## src/phy_ctrl_pkg.sv

```systemverilog
`default_nettype none
package phy_ctrl_pkg;
    ////////////////////////////////////////////////////////////////////////
    // Management register space
    localparam logic [4:0] REG_BASIC_CONTROL = 5'h00;
    localparam logic [4:0] REG_STD_LAST      = 5'h0F;
    localparam logic [4:0] REG_VENDOR_FIRST  = 5'h10;
    localparam logic [4:0] REG_VENDOR_LAST   = 5'h1F;
    localparam int         REG_COUNT         = 32;

    // Field positions in the basic control register
    localparam int BIT_SOFT_RESET = 15;
    localparam int BIT_LOOPBACK   = 14;
    localparam int BIT_SPEED_SEL  = 13;
    localparam int BIT_AN_ENABLE  = 12;
    localparam int BIT_POWER_DOWN = 11;
    localparam int BIT_ISOLATE    = 10;
    localparam int BIT_AN_RESTART = 9;

    // Values after reset for the bits not taken from straps
    localparam logic RST_LOOPBACK   = 1'b0;
    localparam logic RST_POWER_DOWN = 1'b0;
    localparam logic RST_AN_RESTART = 1'b0;
    localparam logic RST_SOFT_RESET = 1'b0;

    // Strap vector order and settle count after reset release
    localparam int         STRAP_SPEED   = 0;
    localparam int         STRAP_AN      = 1;
    localparam int         STRAP_ISOLATE = 2;
    localparam int         STRAP_COUNT   = 3;
    localparam logic [1:0] STRAP_SETTLE  = 2'h3;

    // Serial management frame
    localparam logic [5:0] PREAMBLE_LEN = 6'h20;
    localparam logic [1:0] OP_READ      = 2'h2;
    localparam logic [1:0] OP_WRITE     = 2'h1;
    localparam logic [5:0] HDR_LAST     = 6'h0B;
    localparam logic [5:0] DATA_LAST    = 6'h0F;

    typedef struct packed {
        logic        write;
        logic [4:0]  reg_addr;
        logic [15:0] wdata;
    } mgmt_req_s;
endpackage : phy_ctrl_pkg
`default_nettype wire

```

## src/mdio_serial_port.sv

```systemverilog
`default_nettype none
module mdio_serial_port (
    input  wire logic                    sys_clk_in,
    input  wire logic                    nrst_in,
    input  wire logic                    mdc_in,
    input  wire logic                    mdio_in,
    input  wire logic [4:0]              phy_addr_in,
    input  wire logic [15:0]             rdata_in,
    output var  logic                    mdio_out,
    output var  logic                    mdio_oe_out,
    output var  logic                    req_valid_out,
    output var  phy_ctrl_pkg::mgmt_req_s req_out
);
    typedef enum logic [2:0] {ST_PRE, ST_START, ST_HDR, ST_TA, ST_DATA} frame_e;

    ////////////////////////////////////////////////////////////////////////
    // Pin synchronisers; first stages feed only the second stages
    // Station address is a pin as well, so it gets the same two stages
    logic       mdc_s1, mdc_s2, mdc_d, mdio_s1, mdio_s2;
    logic [4:0] phy_s1, phy_s2;
    always_ff @(posedge sys_clk_in or negedge nrst_in) begin
        if (!nrst_in) begin
            {mdc_s1, mdc_s2, mdc_d, mdio_s1, mdio_s2} <= 5'h00;
            phy_s1 <= 5'h00;
            phy_s2 <= 5'h00;
        end else begin
            mdc_s1  <= mdc_in;
            mdc_s2  <= mdc_s1;
            mdc_d   <= mdc_s2;
            mdio_s1 <= mdio_in;
            mdio_s2 <= mdio_s1;
            phy_s1  <= phy_addr_in;
            phy_s2  <= phy_s1;
        end
    end

    // Same sync depth on both pins keeps data aligned to the clock edge
    logic rise;
    assign rise = mdc_s2 & ~mdc_d;

    ////////////////////////////////////////////////////////////////////////
    // Frame state
    frame_e                  state, next_state;
    logic [5:0]              cnt, next_cnt;
    logic [15:0]             shreg, next_shreg;
    logic [11:0]             hdr, next_hdr;
    logic                    is_read, next_is_read;
    logic                    next_mdio, next_oe, next_valid;
    phy_ctrl_pkg::mgmt_req_s next_req;

    // Frame decode; one step per sampled clock rise
    always_comb begin
        next_state   = state;
        next_cnt     = cnt;
        next_shreg   = shreg;
        next_hdr     = hdr;
        next_is_read = is_read;
        next_mdio    = mdio_out;
        next_oe      = mdio_oe_out;
        next_valid   = 1'b0;
        next_req     = req_out;
        if (rise) begin
            case (state)
                ST_PRE: begin
                    if (mdio_s2) begin
                        if (cnt < phy_ctrl_pkg::PREAMBLE_LEN) next_cnt = cnt + 6'h01;
                    end else begin
                        if (cnt == phy_ctrl_pkg::PREAMBLE_LEN) next_state = ST_START;
                        next_cnt = 6'h00;
                    end
                end
                ST_START: begin
                    next_state = mdio_s2 ? ST_HDR : ST_PRE;
                    next_cnt   = 6'h00;
                end
                ST_HDR: begin
                    next_hdr = {hdr[10:0], mdio_s2};
                    next_cnt = cnt + 6'h01;
                    if (cnt == phy_ctrl_pkg::HDR_LAST) begin
                        next_cnt   = 6'h00;
                        next_state = ST_PRE;
                        // Frames for another station address are ignored whole
                        if (next_hdr[9:5] == phy_s2 &&
                            (next_hdr[11:10] == phy_ctrl_pkg::OP_READ ||
                             next_hdr[11:10] == phy_ctrl_pkg::OP_WRITE)) begin
                            next_state        = ST_TA;
                            next_is_read      = next_hdr[11:10] == phy_ctrl_pkg::OP_READ;
                            next_req.reg_addr = next_hdr[4:0];
                        end
                    end
                end
                ST_TA: begin
                    next_cnt = cnt + 6'h01;
                    if (cnt == 6'h00) begin
                        next_oe   = is_read;
                        next_mdio = 1'b0;
                    end else begin
                        next_cnt   = 6'h00;
                        next_state = ST_DATA;
                        if (is_read) begin
                            next_mdio  = rdata_in[15];
                            next_shreg = {rdata_in[14:0], 1'b0};
                        end
                    end
                end
                ST_DATA: begin
                    next_cnt = cnt + 6'h01;
                    if (is_read) begin
                        next_mdio  = shreg[15];
                        next_shreg = {shreg[14:0], 1'b0};
                    end else begin
                        next_shreg = {shreg[14:0], mdio_s2};
                    end
                    if (cnt == phy_ctrl_pkg::DATA_LAST) begin
                        next_cnt   = 6'h00;
                        next_state = ST_PRE;
                        next_oe    = 1'b0;
                        next_mdio  = 1'b0;
                        if (!is_read) begin
                            next_valid     = 1'b1;
                            next_req.write = 1'b1;
                            next_req.wdata = {shreg[14:0], mdio_s2};
                        end
                    end
                end
                default: begin
                    next_state = ST_PRE;
                    next_cnt   = 6'h00;
                end
            endcase
        end
    end

    always_ff @(posedge sys_clk_in or negedge nrst_in) begin
        if (!nrst_in) begin
            state         <= ST_PRE;
            cnt           <= 6'h00;
            shreg         <= 16'h0000;
            hdr           <= 12'h000;
            is_read       <= 1'b0;
            mdio_out      <= 1'b0;
            mdio_oe_out   <= 1'b0;
            req_valid_out <= 1'b0;
            req_out       <= '0;
        end else begin
            state         <= next_state;
            cnt           <= next_cnt;
            shreg         <= next_shreg;
            hdr           <= next_hdr;
            is_read       <= next_is_read;
            mdio_out      <= next_mdio;
            mdio_oe_out   <= next_oe;
            req_valid_out <= next_valid;
            req_out       <= next_req;
        end
    end
endmodule : mdio_serial_port
`default_nettype wire

```

## src/phy_basic_control_upper.sv

```systemverilog
`default_nettype none
module phy_basic_control_upper (
    input  wire logic       sys_clk_in,
    input  wire logic       nrst_in,
    input  wire logic       mdc_in,
    input  wire logic       mdio_in,
    output var  logic       mdio_out,
    output var  logic       mdio_oe_out,
    input  wire logic [4:0] phy_addr_in,
    input  wire logic       speed_strap_in,
    input  wire logic       autoneg_enable_strap_in,
    input  wire logic       isolate_strap_in,
    input  wire logic       an_speed_100_in,
    input  wire logic       an_full_duplex_in,
    input  wire logic       manual_full_duplex_in,
    output var  logic       loopback_out,
    output var  logic       speed_100_out,
    output var  logic       full_duplex_out,
    output var  logic       autoneg_enable_out,
    output var  logic       power_down_out,
    output var  logic       isolate_out,
    output var  logic       autoneg_restart_out,
    output var  logic       soft_reset_out
);
    ////////////////////////////////////////////////////////////////////////
    // Serial management port
    logic                    req_valid;
    phy_ctrl_pkg::mgmt_req_s req;
    logic [15:0]             rdata;

    mdio_serial_port u_port (
        .sys_clk_in    (sys_clk_in),
        .nrst_in       (nrst_in),
        .mdc_in        (mdc_in),
        .mdio_in       (mdio_in),
        .phy_addr_in   (phy_addr_in),
        .rdata_in      (rdata),
        .mdio_out      (mdio_out),
        .mdio_oe_out   (mdio_oe_out),
        .req_valid_out (req_valid),
        .req_out       (req)
    );

    ////////////////////////////////////////////////////////////////////////
    // Strap pins, two flops each before use
    logic [phy_ctrl_pkg::STRAP_COUNT-1:0] strap_pins, strap_s1, strap_s2;
    assign strap_pins = {isolate_strap_in, autoneg_enable_strap_in, speed_strap_in};

    genvar g;
    generate
        for (g = 0; g < phy_ctrl_pkg::STRAP_COUNT; g++) begin : g_strap
            always_ff @(posedge sys_clk_in or negedge nrst_in) begin
                if (!nrst_in) begin
                    strap_s1[g] <= 1'b0;
                    strap_s2[g] <= 1'b0;
                end else begin
                    strap_s1[g] <= strap_pins[g];
                    strap_s2[g] <= strap_s1[g];
                end
            end
        end
    endgenerate

    ////////////////////////////////////////////////////////////////////////
    // Control bits
    logic [1:0] init_cnt, next_init_cnt;
    logic       next_loopback, next_speed_sel, next_an_en, next_pd, next_iso;
    logic       next_restart, next_sreset, next_speed, next_duplex;
    logic       speed_sel;
    logic       wr_ctrl;

    assign wr_ctrl = req_valid && req.write && req.reg_addr == phy_ctrl_pkg::REG_BASIC_CONTROL;

    // Writes only count once the straps have settled and been caught
    always_comb begin
        next_init_cnt = init_cnt;
        next_loopback = loopback_out;
        next_speed_sel = speed_sel;
        next_an_en    = autoneg_enable_out;
        next_pd       = power_down_out;
        next_iso      = isolate_out;
        next_restart  = 1'b0;
        next_sreset   = 1'b0;
        if (init_cnt != phy_ctrl_pkg::STRAP_SETTLE) begin
            next_init_cnt = init_cnt + 2'h1;
            if (next_init_cnt == phy_ctrl_pkg::STRAP_SETTLE) begin
                next_speed_sel = strap_s2[phy_ctrl_pkg::STRAP_SPEED];
                next_an_en     = strap_s2[phy_ctrl_pkg::STRAP_AN];
                next_iso       = strap_s2[phy_ctrl_pkg::STRAP_ISOLATE];
            end
        end else if (wr_ctrl) begin
            if (req.wdata[phy_ctrl_pkg::BIT_SOFT_RESET]) begin
                if (power_down_out) begin
                    // First reset write only leaves power-down
                    next_pd = 1'b0;
                end else begin
                    // Full reset relatches straps, pulse reads back as zero
                    next_sreset    = 1'b1;
                    next_loopback  = phy_ctrl_pkg::RST_LOOPBACK;
                    next_pd        = phy_ctrl_pkg::RST_POWER_DOWN;
                    next_speed_sel = strap_s2[phy_ctrl_pkg::STRAP_SPEED];
                    next_an_en     = strap_s2[phy_ctrl_pkg::STRAP_AN];
                    next_iso       = strap_s2[phy_ctrl_pkg::STRAP_ISOLATE];
                end
            end else begin
                next_loopback  = req.wdata[phy_ctrl_pkg::BIT_LOOPBACK];
                next_speed_sel = req.wdata[phy_ctrl_pkg::BIT_SPEED_SEL];
                next_an_en     = req.wdata[phy_ctrl_pkg::BIT_AN_ENABLE];
                next_pd        = req.wdata[phy_ctrl_pkg::BIT_POWER_DOWN];
                next_iso       = req.wdata[phy_ctrl_pkg::BIT_ISOLATE];
                next_restart   = req.wdata[phy_ctrl_pkg::BIT_AN_RESTART];
            end
        end
        // Negotiated result overrides the manual settings
        next_speed  = autoneg_enable_out ? an_speed_100_in : speed_sel;
        next_duplex = autoneg_enable_out ? an_full_duplex_in : manual_full_duplex_in;
    end

    always_ff @(posedge sys_clk_in or negedge nrst_in) begin
        if (!nrst_in) begin
            init_cnt            <= 2'h0;
            loopback_out        <= phy_ctrl_pkg::RST_LOOPBACK;
            speed_sel           <= 1'b0;
            autoneg_enable_out  <= 1'b0;
            power_down_out      <= phy_ctrl_pkg::RST_POWER_DOWN;
            isolate_out         <= 1'b0;
            autoneg_restart_out <= phy_ctrl_pkg::RST_AN_RESTART;
            soft_reset_out      <= phy_ctrl_pkg::RST_SOFT_RESET;
            speed_100_out       <= 1'b0;
            full_duplex_out     <= 1'b0;
        end else begin
            init_cnt            <= next_init_cnt;
            loopback_out        <= next_loopback;
            speed_sel           <= next_speed_sel;
            autoneg_enable_out  <= next_an_en;
            power_down_out      <= next_pd;
            isolate_out         <= next_iso;
            autoneg_restart_out <= next_restart;
            soft_reset_out      <= next_sreset;
            speed_100_out       <= next_speed;
            full_duplex_out     <= next_duplex;
        end
    end

    ////////////////////////////////////////////////////////////////////////
    // Read view; self-clearing bits and unbacked addresses read zero
    always_comb begin
        rdata = 16'h0000;
        if (req.reg_addr == phy_ctrl_pkg::REG_BASIC_CONTROL) begin
            rdata[phy_ctrl_pkg::BIT_LOOPBACK]   = loopback_out;
            rdata[phy_ctrl_pkg::BIT_SPEED_SEL]  = speed_sel;
            rdata[phy_ctrl_pkg::BIT_AN_ENABLE]  = autoneg_enable_out;
            rdata[phy_ctrl_pkg::BIT_POWER_DOWN] = power_down_out;
            rdata[phy_ctrl_pkg::BIT_ISOLATE]    = isolate_out;
        end
    end

    ////////////////////////////////////////////////////////////////////////
    // Checks
    logic ready;
    assign ready = init_cnt == phy_ctrl_pkg::STRAP_SETTLE;

    a_unmapped_zero: assert property (@(posedge sys_clk_in) disable iff (!nrst_in)
        req.reg_addr != phy_ctrl_pkg::REG_BASIC_CONTROL |-> rdata == 16'h0000)
        else $error("unmapped register read not zero");
    a_reset_pulse: assert property (@(posedge sys_clk_in) disable iff (!nrst_in)
        ready && wr_ctrl && req.wdata[15] && !power_down_out
        |=> soft_reset_out ##1 !soft_reset_out)
        else $error("software reset not a single pulse");
    a_speed_manual: assert property (@(posedge sys_clk_in) disable iff (!nrst_in)
        !autoneg_enable_out |=> speed_100_out == $past(speed_sel))
        else $error("manual speed not followed");
    a_speed_negotiated: assert property (@(posedge sys_clk_in) disable iff (!nrst_in)
        autoneg_enable_out |=> speed_100_out == $past(an_speed_100_in)
                               && full_duplex_out == $past(an_full_duplex_in))
        else $error("negotiated result not taking precedence");
    a_pd_wake_first: assert property (@(posedge sys_clk_in) disable iff (!nrst_in)
        ready && wr_ctrl && req.wdata[15] && power_down_out
        |=> !power_down_out && !soft_reset_out)
        else $error("first reset write out of power-down misbehaved");
    a_isolate_write: assert property (@(posedge sys_clk_in) disable iff (!nrst_in)
        ready && wr_ctrl && !req.wdata[15] |=> isolate_out == $past(req.wdata[10])
                                              && autoneg_enable_out == $past(req.wdata[12]))
        else $error("isolate or enable write not stored");
    a_restart_pulse: assert property (@(posedge sys_clk_in) disable iff (!nrst_in)
        ready && wr_ctrl && !req.wdata[15] && req.wdata[9]
        |=> autoneg_restart_out ##1 !autoneg_restart_out)
        else $error("restart not a single pulse");
    a_strap_reload: assert property (@(posedge sys_clk_in) disable iff (!nrst_in)
        soft_reset_out |-> isolate_out == $past(strap_s2[2]) && !loopback_out
                           && autoneg_enable_out == $past(strap_s2[1]) && !power_down_out)
        else $error("straps not relatched on software reset");
    // Startup latch; loopback and power-down must still read zero then
    a_init_straps: assert property (@(posedge sys_clk_in) disable iff (!nrst_in)
        init_cnt == phy_ctrl_pkg::STRAP_SETTLE - 2'h1 |=> speed_sel == $past(strap_s2[0])
            && autoneg_enable_out == $past(strap_s2[1]) && isolate_out == $past(strap_s2[2])
            && !loopback_out && !power_down_out)
        else $error("straps not latched after reset");
    a_duplex_manual: assert property (@(posedge sys_clk_in) disable iff (!nrst_in)
        !autoneg_enable_out |=> full_duplex_out == $past(manual_full_duplex_in))
        else $error("manual duplex not followed");
    a_speed_write: assert property (@(posedge sys_clk_in) disable iff (!nrst_in)
        ready && wr_ctrl && !req.wdata[15] |=> speed_sel == $past(req.wdata[13]))
        else $error("speed select write not stored");
    a_pd_write: assert property (@(posedge sys_clk_in) disable iff (!nrst_in)
        ready && wr_ctrl && !req.wdata[15] |=> power_down_out == $past(req.wdata[11])
                                              && loopback_out == $past(req.wdata[14]))
        else $error("power-down or loopback write not stored");
endmodule : phy_basic_control_upper
`default_nettype wire

```

## config.mk

```make
export PLATFORM = sky130hd
export DESIGN_NAME = phy_basic_control_upper
export DESIGN_NICKNAME = d
export VERILOG_FILES = /design/src/phy_ctrl_pkg.sv /design/src/mdio_serial_port.sv /design/src/phy_basic_control_upper.sv
export SDC_FILE = /design/constraint.sdc
export NUM_CORES = 1
export LEC_CHECK = 0
export ABC_AREA = 1
export BUFFER_PORTS_ARGS = -buffer_cell sky130_fd_sc_hd__buf_2
export CORE_ASPECT_RATIO = 1.5
export CORE_MARGIN = 4
export CORE_UTILIZATION = 25
export DETAILED_ROUTE_END_ITERATION = 16
export GPL_TIMING_DRIVEN = 1
export PLACE_DENSITY = 0.48
export SYNTH_ARGS = -nofsm -noshare
export SYNTH_HDL_FRONTEND = slang
export SYNTH_HIERARCHICAL = 1
export SYNTH_SLANG_ARGS = --single-unit
```

## constraint.sdc

```tcl
create_clock -name sys_clk_in -period 1.4 [get_ports sys_clk_in]
set_input_delay 0.21 -clock sys_clk_in [delete_from_list [all_inputs] [get_ports sys_clk_in]]
set_output_delay 0.21 -clock sys_clk_in [all_outputs]
set_load 0.005 [all_outputs]
```

==> metrics.sh, run 1 <==
RUN_STATUS='finished, violations left'
VIOLATIONS='setup timing'
SYNTH-WARNING-COUNT=6
DIE_H_MICRONS=161
FINALWIRELENGTH_MM=8.54
CTS_ROOT_BUF='clkbuf_16'
ANTENNA_VIOLATIONS_BEFORE_REPAIR=0
FINALHOLDVIOLCOUNT=0
DRT_ITER0_MARKERS=110
PLACEMENT.IO_BUFFERS=24
TRITONCTS='built'
HOLD_END='full_duplex_out$_DFF_PN0_'
CORE_AREA_SQ_UM=15100
GRT_START_MAX_NET_PINS=33
FILLERINSTANCES=1548
EFFECTIVE_UTILIZATION_AT_FLOORPLAN=0.256
CTS-BUFFERS-INSERTED=9
MAPPEDNETLISTAREA_SQ_UM=3880
GRT-OVFL-TOTAL=0
GLOBALROUTETOTALUTIL=0.103
TIMING.RR.START='u_port/cnt[1]$_DFFE_PN0P_'
CRITPATHARRIVALTIME_NS=1.76
RR_WORST_DEPTH=9
POSTPLACECELLAREA_SQ_UM=4630
SYNTH_CELLS=442
CRITPATHREQUIREDTIME_NS=1.64
POWER_DENSITY_nW_PER_UM2=981
TRITONCTS_NUM_SINKS=85
MIN-DELAY-PATH-CLASS='input port to flop'
TIMING.MAX_CAP.VIOLATIONS=0
FIN_CRIT_SH=1.09
DIE_W_MICRONS=110
GLOBAL_PLACER_S_FINAL_WEIGHTED_CONGESTION=0.795
PLACEDCELLCOUNT=709
FINAL_LAYOUT_SIZE_SUFFIX_GT1_FRAC=0.293
WORST_HOLD_STARTPOINT='manual_full_duplex_in'
LAYOUT.CELLS.NON_FILLER=745
CLOCK_LATENCY_NS=0.34
CRITPATHMAXFANOUT=5
CRITICAL_PATH.REG2REG.ENDPOINT='u_port/state[1]$_DFFE_PN0P_'
FMAX_GHz=0.656
NET_COUNT_FINAL=561
MAXSLEWVIOLCOUNT=0
WORSTSETUPENDPOINTTYPE='flop'
GRT_PASS1_WL_MM=14.2
CTS_BUFFER_DEPTH=2
DRT-PASS1-ITER-COUNT=4
FIN_WS_NS=-0.124
AVGSYNTHCELLAREA_SQ_UM=8.77
DIE-AREA_SQ_UM=17600
TIME_THE_FINAL_WORST_PATH_NEEDS_WITH_I_O_DELAYS_AND_SETUP_NS=1.52
GRT_PASS1_VIAS=3134
MIN_PATH_CELLS=3
FINAL_AREA_SQ_UM=5360
CRITICALPATHCATEGORY='flop to flop'
H-TREE-DEPTH=3
GRT_SETUP_UNREPAIRED='true'
POST_DP_HPWL_MM=6.01
DRC=0
FP-ROW-COUNT=55
PATH_CLK_SLEW_NS=0.06
VDD_IR_DROP_MAX_uV=493
FINALSETUPVIOLCOUNT=35
SKEW_NS=0.00807
WIRE_PER_INST_MICRONS=11.5
DPL_WORST_SLACK_NS=-0.171
REGTOREGSETUPSLACK_NS=-0.12
POST_DRT_VIA_CELL_RATIO=4.13
ANTENNA_CELLS=0
CRITICAL_PATH.STARTPOINT_TYPE='flop'
ANT_NETS=0
SYN2LAYOUT_AREA_GROWTH_PCT=38.3
POWER.STATIC_LEAKAGE_nW=2.69
DR_TOTAL_VIAS=3080
IOS=25
## cells in the final DEF, fill, tap and decap left out, types with 6 or more instances in the layout
cell type,n
dlygate4sd3_1,11
mux2i_1,7
inv_1,45
nand2_1,121
nand2_2,17
dfrtp_1,83
o21ai_0,22
nand2_4,6
buf_2,23
o21ai_1,19
nor2_4,10
nand3_1,26
buf_4,45
clkbuf_16,10
nor2_1,20
conb_1,11
nand3_2,9
## sequential cells by signal, indices dropped and copies added (netlist names), 2 cells and up
name	count
u_port/phy_s1	5
strap_s1	3
u_port/cnt	6
u_port/state	3
u_port/req_out	13
u_port/phy_s2	5
u_port/shreg	16
u_port/hdr	11
init_cnt	2
strap_s2	3
## power breakdown
group          leakage, nW  internal [mW]  switching, mW
sequential            1.05           2.51         0.0323
clock                0.143           1.42          0.933
combinational         1.49          0.162          0.196
## critical path: stages, from the launching register on
cell      delay, ns
dfrtp_1        0.40
ha_2           0.24
nand2_2        0.08
nor2_4         0.14
nand2_4        0.10
nand2_4        0.12
nand2_2        0.04
nand3b_1       0.18
nand2_1        0.08
nand2_1        0.05
## stage by stage
stage                     setup TNS (ns)  utilization  power (mW)  hold WS, ns
after global placement             -3.52        0.306        2.88        0.116
after detailed placement           -5.16        0.306        2.89        0.121
after global routing               -6.80        0.354        5.52       0.0785
final                              -3.20        0.354        5.26       0.0628
after CTS                          -2.25        0.341        5.33       0.0529
after floorplan                   -0.180            -        2.72      -0.0856
## per-layer routing
layer / track usage / part of all wire
met5: 0 / 0
met3: 0.0265 / 0.033
met1: 0.119 / 0.41
met4: 0.0454 / 0.019
met2: 0.177 / 0.54
## how the worst max path moves through the flow
stage / start / endpoint / slack [ns] / cells past startpoint
final: u_port/cnt[1]$_DFFE_PN0P_ / u_port/state[1]$_DFFE_PN0P_ / -0.12 / 9
after global routing: u_port/cnt[1]$_DFFE_PN0P_ / u_port/state[1]$_DFFE_PN0P_ / -0.22 / 9
after CTS: u_port/cnt[1]$_DFFE_PN0P_ / u_port/state[2]$_DFFE_PN0P_ / -0.11 / 9
after detailed placement: u_port/mdc_s2$_DFF_PN0_ / u_port/shreg[4]$_DFFE_PN0P_ / -0.17 / 7
after global placement: u_port/cnt[0]$_DFFE_PN0P_ / u_port/state[2]$_DFFE_PN0P_ / -0.11 / 8
after floorplan: u_port/cnt[0]$_DFFE_PN0P_ / u_port/state[2]$_DFFE_PN0P_ / -0.01 / 8
## cell type report
class	instances	area, sq um	share of cell area
clock buffer	12	246	0.0460
tap	199	249	0.0465
clock inverter	4	47.5	0.00887
sequential	85	2130	0.397
timing repair buffer	88	713	0.133
inverter	50	193	0.0359
multi-input combinational	307	1780	0.332
## timing repair
item / 4_1_cts / 5_1_grt
buffers inserted: 7 / 2
cloned: 0 / 1
resized for setup: 35 / 39
pin swaps: 17 / 21
hold buffers: 11 / 0
endpoints found under the setup margin: 51 / 44
endpoints found under the hold margin: 26 / 0
Note: power is estimated with default switching activity, not from simulation.
==> run 2: changes to the inputs <==
- CORE_UTILIZATION: 25 -> 55
- PLACE_DENSITY: 0.48 -> 0.83
==> run 2 against run 1 <==
Compared with the run above:
- the run still ends with setup timing left
- critical path type unchanged
- maximum frequency shrank 5.3%
- sequential share of layout area grew 0.87 points
- flip-flop and latch count is the same
- critical endpoint is now u_port/state[2]$_DFFE_PN0P_
==> metrics.sh, run 2 (synthesis gave the netlist of run 1 again) <==
RUN_STATUS='finished, violations left'
DPL_WORST_SLACK_NS=-0.128  # +0.0431 ns
GRT_PASS1_WL_MM=13.7  # -3.8%
DR_TOTAL_VIAS=3301  # +7.2%
EFFECTIVE_UTILIZATION_AT_FLOORPLAN=0.566  # +0.310
POWER.STATIC_LEAKAGE_nW=2.68  # -0.52%
PLACEDCELLCOUNT=582  # -18%
GRTUSAGEMET2=0.371  # +0.194
VDD_IR_DROP_MAX_uV=999  # +100%
CRITPATHARRIVALTIME_NS=1.85  # +0.09 ns
SWITCHING_SHARE_OF_POWER=0.248  # +0.0270
PWR-SHARE-COMB=0.084  # +0.016
ANTENNA_VIOLATIONS_BEFORE_REPAIR=0  # unchanged
WORSTSETUPENDPOINTTYPE='flop'
DRC=0  # unchanged
FINAL_LAYOUT_SIZE_SUFFIX_GT1_FRAC=0.329  # +0.0361
FIN_WS_NS=-0.210  # -0.0860 ns
FINALWIRELENGTH_MM=9.43  # +10%
CTS_BUFFER_DEPTH=2  # unchanged
TRITONCTS_NUM_SINKS=85  # unchanged
PLACEMENT.IO_BUFFERS=24  # unchanged
DRT_ITER0_MARKERS=223  # +100%
SYN2LAYOUT_AREA_GROWTH_PCT=35.4
GLOBAL_PLACER_S_FINAL_WEIGHTED_CONGESTION=0.871  # +9.6%
POSTPLACECELLAREA_SQ_UM=4420  # -4.5%
GRT_SETUP_UNREPAIRED='true'
FINALSETUPVIOLCOUNT=47  # +34%
CLOCK_POWER_SHARE=0.375  # -0.073
CRITICAL_PATH.STARTPOINT_TYPE='flop'
GRT_PASS1_VIAS=3223  # +2.8%
LARGEST_REG_FLOPS=16  # unchanged
SKEW_NS=0.00626  # -0.00181 ns
WIRE_PER_INST_MICRONS=15.0  # +31%
TRITONCTS='built'
CELLINTERNALPOWER_mW=3.53  # -14%
CRITPATHMAXFANOUT=4  # -1
FIN_CRIT_SH=1.15  # +0.0615
PATH_CLK_SLEW_NS=0.09  # +0.03 ns
REGMOSTFLOPS='u_port/shreg'
MAXSLEWVIOLCOUNT=0  # unchanged
CRITICALPATHCATEGORY='flop to flop'
POWER_DENSITY_nW_PER_UM2=894  # -8.9%
POST_DRT_VIA_CELL_RATIO=5.26  # +27%
GROUTE.LAYER.MET1.USAGE=0.209  # +0.0902
FINAL.HOLD.WORST_SLACK_NS=0.0433  # -0.0195 ns
FP-ROW-COUNT=37  # -33%
FILLERINSTANCES=417  # -73%
DIE_W_MICRONS=76.5  # -30%
POST_DP_HPWL_MM=5.45  # -9.3%
SHARE_SEQ_OF_TOTAL_POWER=0.541  # +0.058
LAYOUT.CELLS.MOST_COMMON_LIST='nand2_1 (115), dfrtp_1 (82), buf_4 (45)'
GR_PEAK_LAYER='met2'
GRT-OVFL-TOTAL=0  # unchanged
NET_COUNT_FINAL=565  # +0.71%
P_SW_mW=1.16  # +0.12%
DRT-PASS1-ITER-COUNT=5  # +1
FINAL_AREA_SQ_UM=5250  # -2.1%
IOS=25  # unchanged
H-TREE-DEPTH=3  # unchanged
TIME_THE_FINAL_WORST_PATH_NEEDS_WITH_I_O_DELAYS_AND_SETUP_NS=1.61  # +0.0860 ns
DIE_H_MICRONS=111  # -31%
ANT_NETS=0  # unchanged
MOST_COMMON_LIBRARY_CELL_IN_THE_LAYOUT_IGNORING_FILL_AND_TAPS='nand2_1'
FIN_TOTAL_PWR_mW=4.69  # -11%
FINALHOLDVIOLCOUNT=0  # unchanged
RR_WORST_DEPTH=10  # +1
CORE_AREA_SQ_UM=6850  # -55%
REG_TOP3='u_port/shreg: 16 flops, u_port/req_out: 13 flops, u_port/hdr: 11 flops'
CTS_ROOT_BUF='clkbuf_8'
CTS-BUFFERS-INSERTED=9  # unchanged
DIE-AREA_SQ_UM=8480  # -52%
ANTENNA_CELLS=0  # unchanged
GLOBALROUTETOTALUTIL=0.201  # +0.0977
GLOBAL_ROUTE.USAGE.MET3=0.0569  # +0.0304
MIN-DELAY-PATH-CLASS='input port to flop'
TIMING.MAX_CAP.VIOLATIONS=0  # unchanged
VIOLATIONS='setup timing'
GRT_START_MAX_NET_PINS=37  # +12%
LAYOUT.CELLS.NON_FILLER=628  # -16%
CRITPATHREQUIREDTIME_NS=1.64  # about the same
FMAX_GHz=0.621  # -5.3%
CLOCK_LATENCY_NS=0.37  # +0.03 ns
MIN_PATH_CELLS=3  # unchanged
-- run 2: per-layer routing --
layer	up-vias	part of all wire
li1	1598	-
met1	1570	0.38
met2	100	0.55
met5	-	0
met4	0	0.039
met3	33	0.037
-- run 2: critical path, stage by stage (launching register included) --
cell	delay, ns
dfrtp_1	0.41
inv_2	0.13
buf_4	0.15
nand2_2	0.07
buf_4	0.14
inv_1	0.11
nand2_1	0.12
nand3_2	0.11
nor2_4	0.05
nand2_1	0.07
o21ai_0	0.11
-- run 2: layout make-up --
cell class	count	area, sq um	area share
sequential	85	2130	0.406
inverter	50	193	0.0367
tap	78	97.6	0.0186
multi-input combinational	307	1870	0.355
clock inverter	6	71.3	0.0136
timing repair buffer	92	763	0.145
clock buffer	10	128	0.0243
-- run 2: power groups by stage --
stage / sequential (mW) / combinational, mW / clock (mW)
floorplan: 2.58 / 0.135 / 0
global placement: 2.58 / 0.284 / 0
detailed placement: 2.58 / 0.295 / 0
CTS: 2.53 / 0.340 / 1.80
global route: 2.55 / 0.437 / 1.91
finish: 2.54 / 0.395 / 1.76
-- run 2: path summary, 6_finish.rpt --
check | end | startpoint | slack (ns)
worst max-delay path | u_port/state[2]$_DFFE_PN0P_ | u_port/state[2]$_DFFE_PN0P_ | -0.21
worst min-delay path | speed_100_out$_DFF_PN0_ | an_speed_100_in | 0.04
worst max register to register | u_port/state[2]$_DFFE_PN0P_ | u_port/state[2]$_DFFE_PN0P_ | -0.21
worst min register to register | u_port/phy_s2[2]$_DFF_PN0_ | u_port/phy_s1[2]$_DFF_PN0_ | 0.35
max in group asynchronous | u_port/shreg[5]$_DFFE_PN0P_ | nrst_in | 0.64
min in group asynchronous | strap_s2[0]$_DFF_PN0_ | nrst_in | 0.28
-- run 2: timing repair --
action                                  4_1_cts  5_1_grt
gates resized for setup                      29       71
gates cloned                                  0        3
hold buffers                                 11        0
pin swaps                                     4       22
setup buffers                                 2       14
endpoints found under the setup margin       51       57
hold endpoints to repair                     33        0
-- run 2: through the flow --
step                utilization  TNS [ns]
floorplan                     -    -0.180
global placement          0.645     -1.50
detailed placement        0.645     -3.25
CTS                       0.708     -1.57
global route              0.766     -8.71
finish                    0.766     -5.20
==> run 3: changes to the inputs <==
- MAX_ROUTING_LAYER: default -> met4
==> run 3 against run 2 <==
Compared with the run above:
- maximum frequency down 0.70%
- total power hardly changed
- register-to-register slack is essentially flat
- die area unchanged
- sequential power about the same
- combinational power about the same
- via count rose by 0.58%
- critical endpoint unchanged
- highest routed layer unchanged
- the run still ends with setup timing left
- utilization unchanged
- wire length increased by 0.19%
==> metrics.sh, run 3 (synthesis gave the netlist of run 1 again) <==
LAYOUT.CELLS.MOST_COMMON_LIST='nand2_1 (115), dfrtp_1 (82), buf_4 (45)'
WORST_HOLD_STARTPOINT='an_speed_100_in'
POST_DRT_VIA_CELL_RATIO=5.29  # +0.58%
POST_DP_HPWL_MM=5.45  # unchanged
H-TREE-DEPTH=3  # unchanged
PLACEDCELLCOUNT=582  # unchanged
FIN_CRIT_SH=1.16  # +0.00808
FILLERINSTANCES=417  # unchanged
ANTENNA_VIOLATIONS_BEFORE_REPAIR=0  # unchanged
FMAX_GHz=0.617  # -0.70%
TIMING.MAX_CAP.VIOLATIONS=0  # unchanged
ANT_NETS=0  # unchanged
ANTENNA_CELLS=0  # unchanged
WL_MET3_MICRONS=322  # -8.3%
DR_WL_MET2_MM=5.16  # +0.16%
CRITPATHARRIVALTIME_NS=1.86  # about the same
CORE_AREA_SQ_UM=6850  # unchanged
GRT-OVFL-TOTAL=0  # unchanged
NET_COUNT_FINAL=565  # unchanged
FINALSETUPVIOLCOUNT=52  # +11%
SYN2LAYOUT_AREA_GROWTH_PCT=35.4  # unchanged
IOS=25  # unchanged
DIE_W_MICRONS=76.5  # unchanged
SKEW_NS=0.00606  # -0.000198 ns
REGMOSTFLOPS='u_port/shreg'
VIOLATIONS='setup timing'
PATH_CLK_SLEW_NS=0.09  # about the same
CTS-BUFFERS-INSERTED=9  # unchanged
MIN-DELAY-PATH-CLASS='input port to flop'
CRITPATHMAXFANOUT=4  # unchanged
FIN_WS_NS=-0.221  # -0.0113 ns
FINALWIRELENGTH_MM=9.44  # +0.19%
CRITPATHSLOWESTCELL='dfrtp_1'
MOST_COMMON_LIBRARY_CELL_IN_THE_LAYOUT_IGNORING_FILL_AND_TAPS='nand2_1'
GLOBAL_PLACER_S_FINAL_WEIGHTED_CONGESTION=0.885  # +1.6%
CRITICAL_PATH.STARTPOINT_TYPE='flop'
CRITPATHREQUIREDTIME_NS=1.63  # about the same
FINALHOLDVIOLCOUNT=0  # unchanged
GRT_START_MAX_NET_PINS=37  # unchanged
MAXSLEWVIOLCOUNT=0  # unchanged
DPL_WORST_SLACK_NS=-0.128  # unchanged
CTS_BUFFER_DEPTH=2  # unchanged
WIRE_PER_INST_MICRONS=15.0  # +0.19%
POWER.STATIC_LEAKAGE_nW=2.68  # unchanged
TOPROUTINGLAYERUSED='met4'
TIMING.RR.START='u_port/state[2]$_DFFE_PN0P_'
TRITONCTS='built'
ROUTEDLENGTHMET1_MM=3.59  # +1.3%
WORST_PATH_CELL_TRACE='inv_2 > buf_4 > nand2_2 > buf_4 > inv_1 > nand2_1 > nand3_2 > nor2_4 > nand2_1 > o21ai_0'
DIE_H_MICRONS=111  # unchanged
VDD_IR_DROP_MAX_uV=999  # about the same
WORSTSETUPENDPOINTTYPE='flop'
CTS_ROOT_BUF='clkbuf_8'
CLOCK_LATENCY_NS=0.37  # about the same
GRT_PASS1_VIAS=3225  # +0.062%
GRT_SETUP_UNREPAIRED='true'
REG_TOP3='u_port/shreg: 16 flops, u_port/req_out: 13 flops, u_port/hdr: 11 flops'
DRT-PASS1-ITER-COUNT=5  # unchanged
FINAL_LAYOUT_SIZE_SUFFIX_GT1_FRAC=0.329  # unchanged
GLOBALROUTETOTALUTIL=0.206  # +0.00538
FP-ROW-COUNT=37  # unchanged
WORST_SETUP_PATH_STARTPOINT='u_port/state[2]$_DFFE_PN0P_'
LARGEST_REG_FLOPS=16  # unchanged
TIME_THE_FINAL_WORST_PATH_NEEDS_WITH_I_O_DELAYS_AND_SETUP_NS=1.62  # +0.0113 ns
GRT_PASS1_WL_MM=13.7  # unchanged
POWER_DENSITY_nW_PER_UM2=893  # about the same
DRT_ITER0_MARKERS=244  # +9.4%
DIE-AREA_SQ_UM=8480  # unchanged
PLACEMENT.IO_BUFFERS=24  # unchanged
DRC=0  # unchanged
DR_TOTAL_VIAS=3320  # +0.58%
LAYOUT.CELLS.NON_FILLER=628  # unchanged
RUN_STATUS='finished, violations left'
EFFECTIVE_UTILIZATION_AT_FLOORPLAN=0.566  # unchanged
CRITICALPATHCATEGORY='flop to flop'
WORST_PATH_LARGEST_CELL_DELAY_NS=0.42  # about the same
TRITONCTS_NUM_SINKS=85  # unchanged
-- run 3: worst paths after layout --
| path | to | slack [ns] | cells past startpoint |
|---|---|---|---|
| max | u_port/state[2]$_DFFE_PN0P_ | -0.22 | 10 |
| min | speed_100_out$_DFF_PN0_ | 0.05 | 3 |
| max reg2reg | u_port/state[2]$_DFFE_PN0P_ | -0.22 | 10 |
| min reg2reg | u_port/phy_s2[2]$_DFF_PN0_ | 0.35 | 0 |
| max in group asynchronous | u_port/shreg[5]$_DFFE_PN0P_ | 0.63 | 3 |
| min in group asynchronous | strap_s2[0]$_DFF_PN0_ | 0.28 | 2 |
-- run 3: metrics by stage --
stage	hold WS [ns]	setup TNS, ns	power, mW	area (sq um)	util
2_1_floorplan	-0.0856	-0.180	2.72	3950	-
3_3_place_gp	0.130	-1.50	2.86	4420	0.645
3_5_place_dp	0.134	-3.25	2.88	4420	0.645
4_1_cts	0.0306	-1.57	4.68	4850	0.708
5_1_grt	0.0481	-8.88	4.89	5250	0.766
6_report	0.0471	-5.57	4.69	5250	0.766
-- run 3: what timing repair did --
action / 4_1_cts / 5_1_grt
hold buffers: 11 / 0
cloned: 0 / 3
buffers inserted: 2 / 14
endpoints found under the hold margin: 33 / 0
pin swaps: 4 / 22
setup endpoints to repair: 51 / 57
gates resized for setup: 29 / 71
-- run 3: where the power goes --
part | internal, mW | total (mW) | switching (mW)
registers | 2.51 | 2.54 | 0.0327
logic | 0.181 | 0.397 | 0.217
clock network | 0.843 | 1.75 | 0.911
total | 3.53 | 4.69 | 1.16
-- run 3: area by class of cell --
type	count	area [sq um]	share of cell area
clock buffers	10	128	0.0243
clock inverters	6	71.3	0.0136
inverters	50	193	0.0367
well taps	78	97.6	0.0186
repair buffers	92	763	0.145
flip-flops and latches	85	2130	0.406
multi-input cells	307	1870	0.355
-- run 3: routing by layer --
metal  vias to the layer above  GRT usage
met3                        31     0.0520
met4                         0     0.0895
li1                       1602          -
met1                      1599      0.209
met2                        88      0.371
met5                         -          -
-- run 3: critical path, delay by kind of cell (launching register included) --
family	cells	cell delay, ns
AOI/OAI and AO/OA	1	0.11
buffers and inverters	4	0.54
and+or+nand+nor	5	0.42
DFF	1	0.42
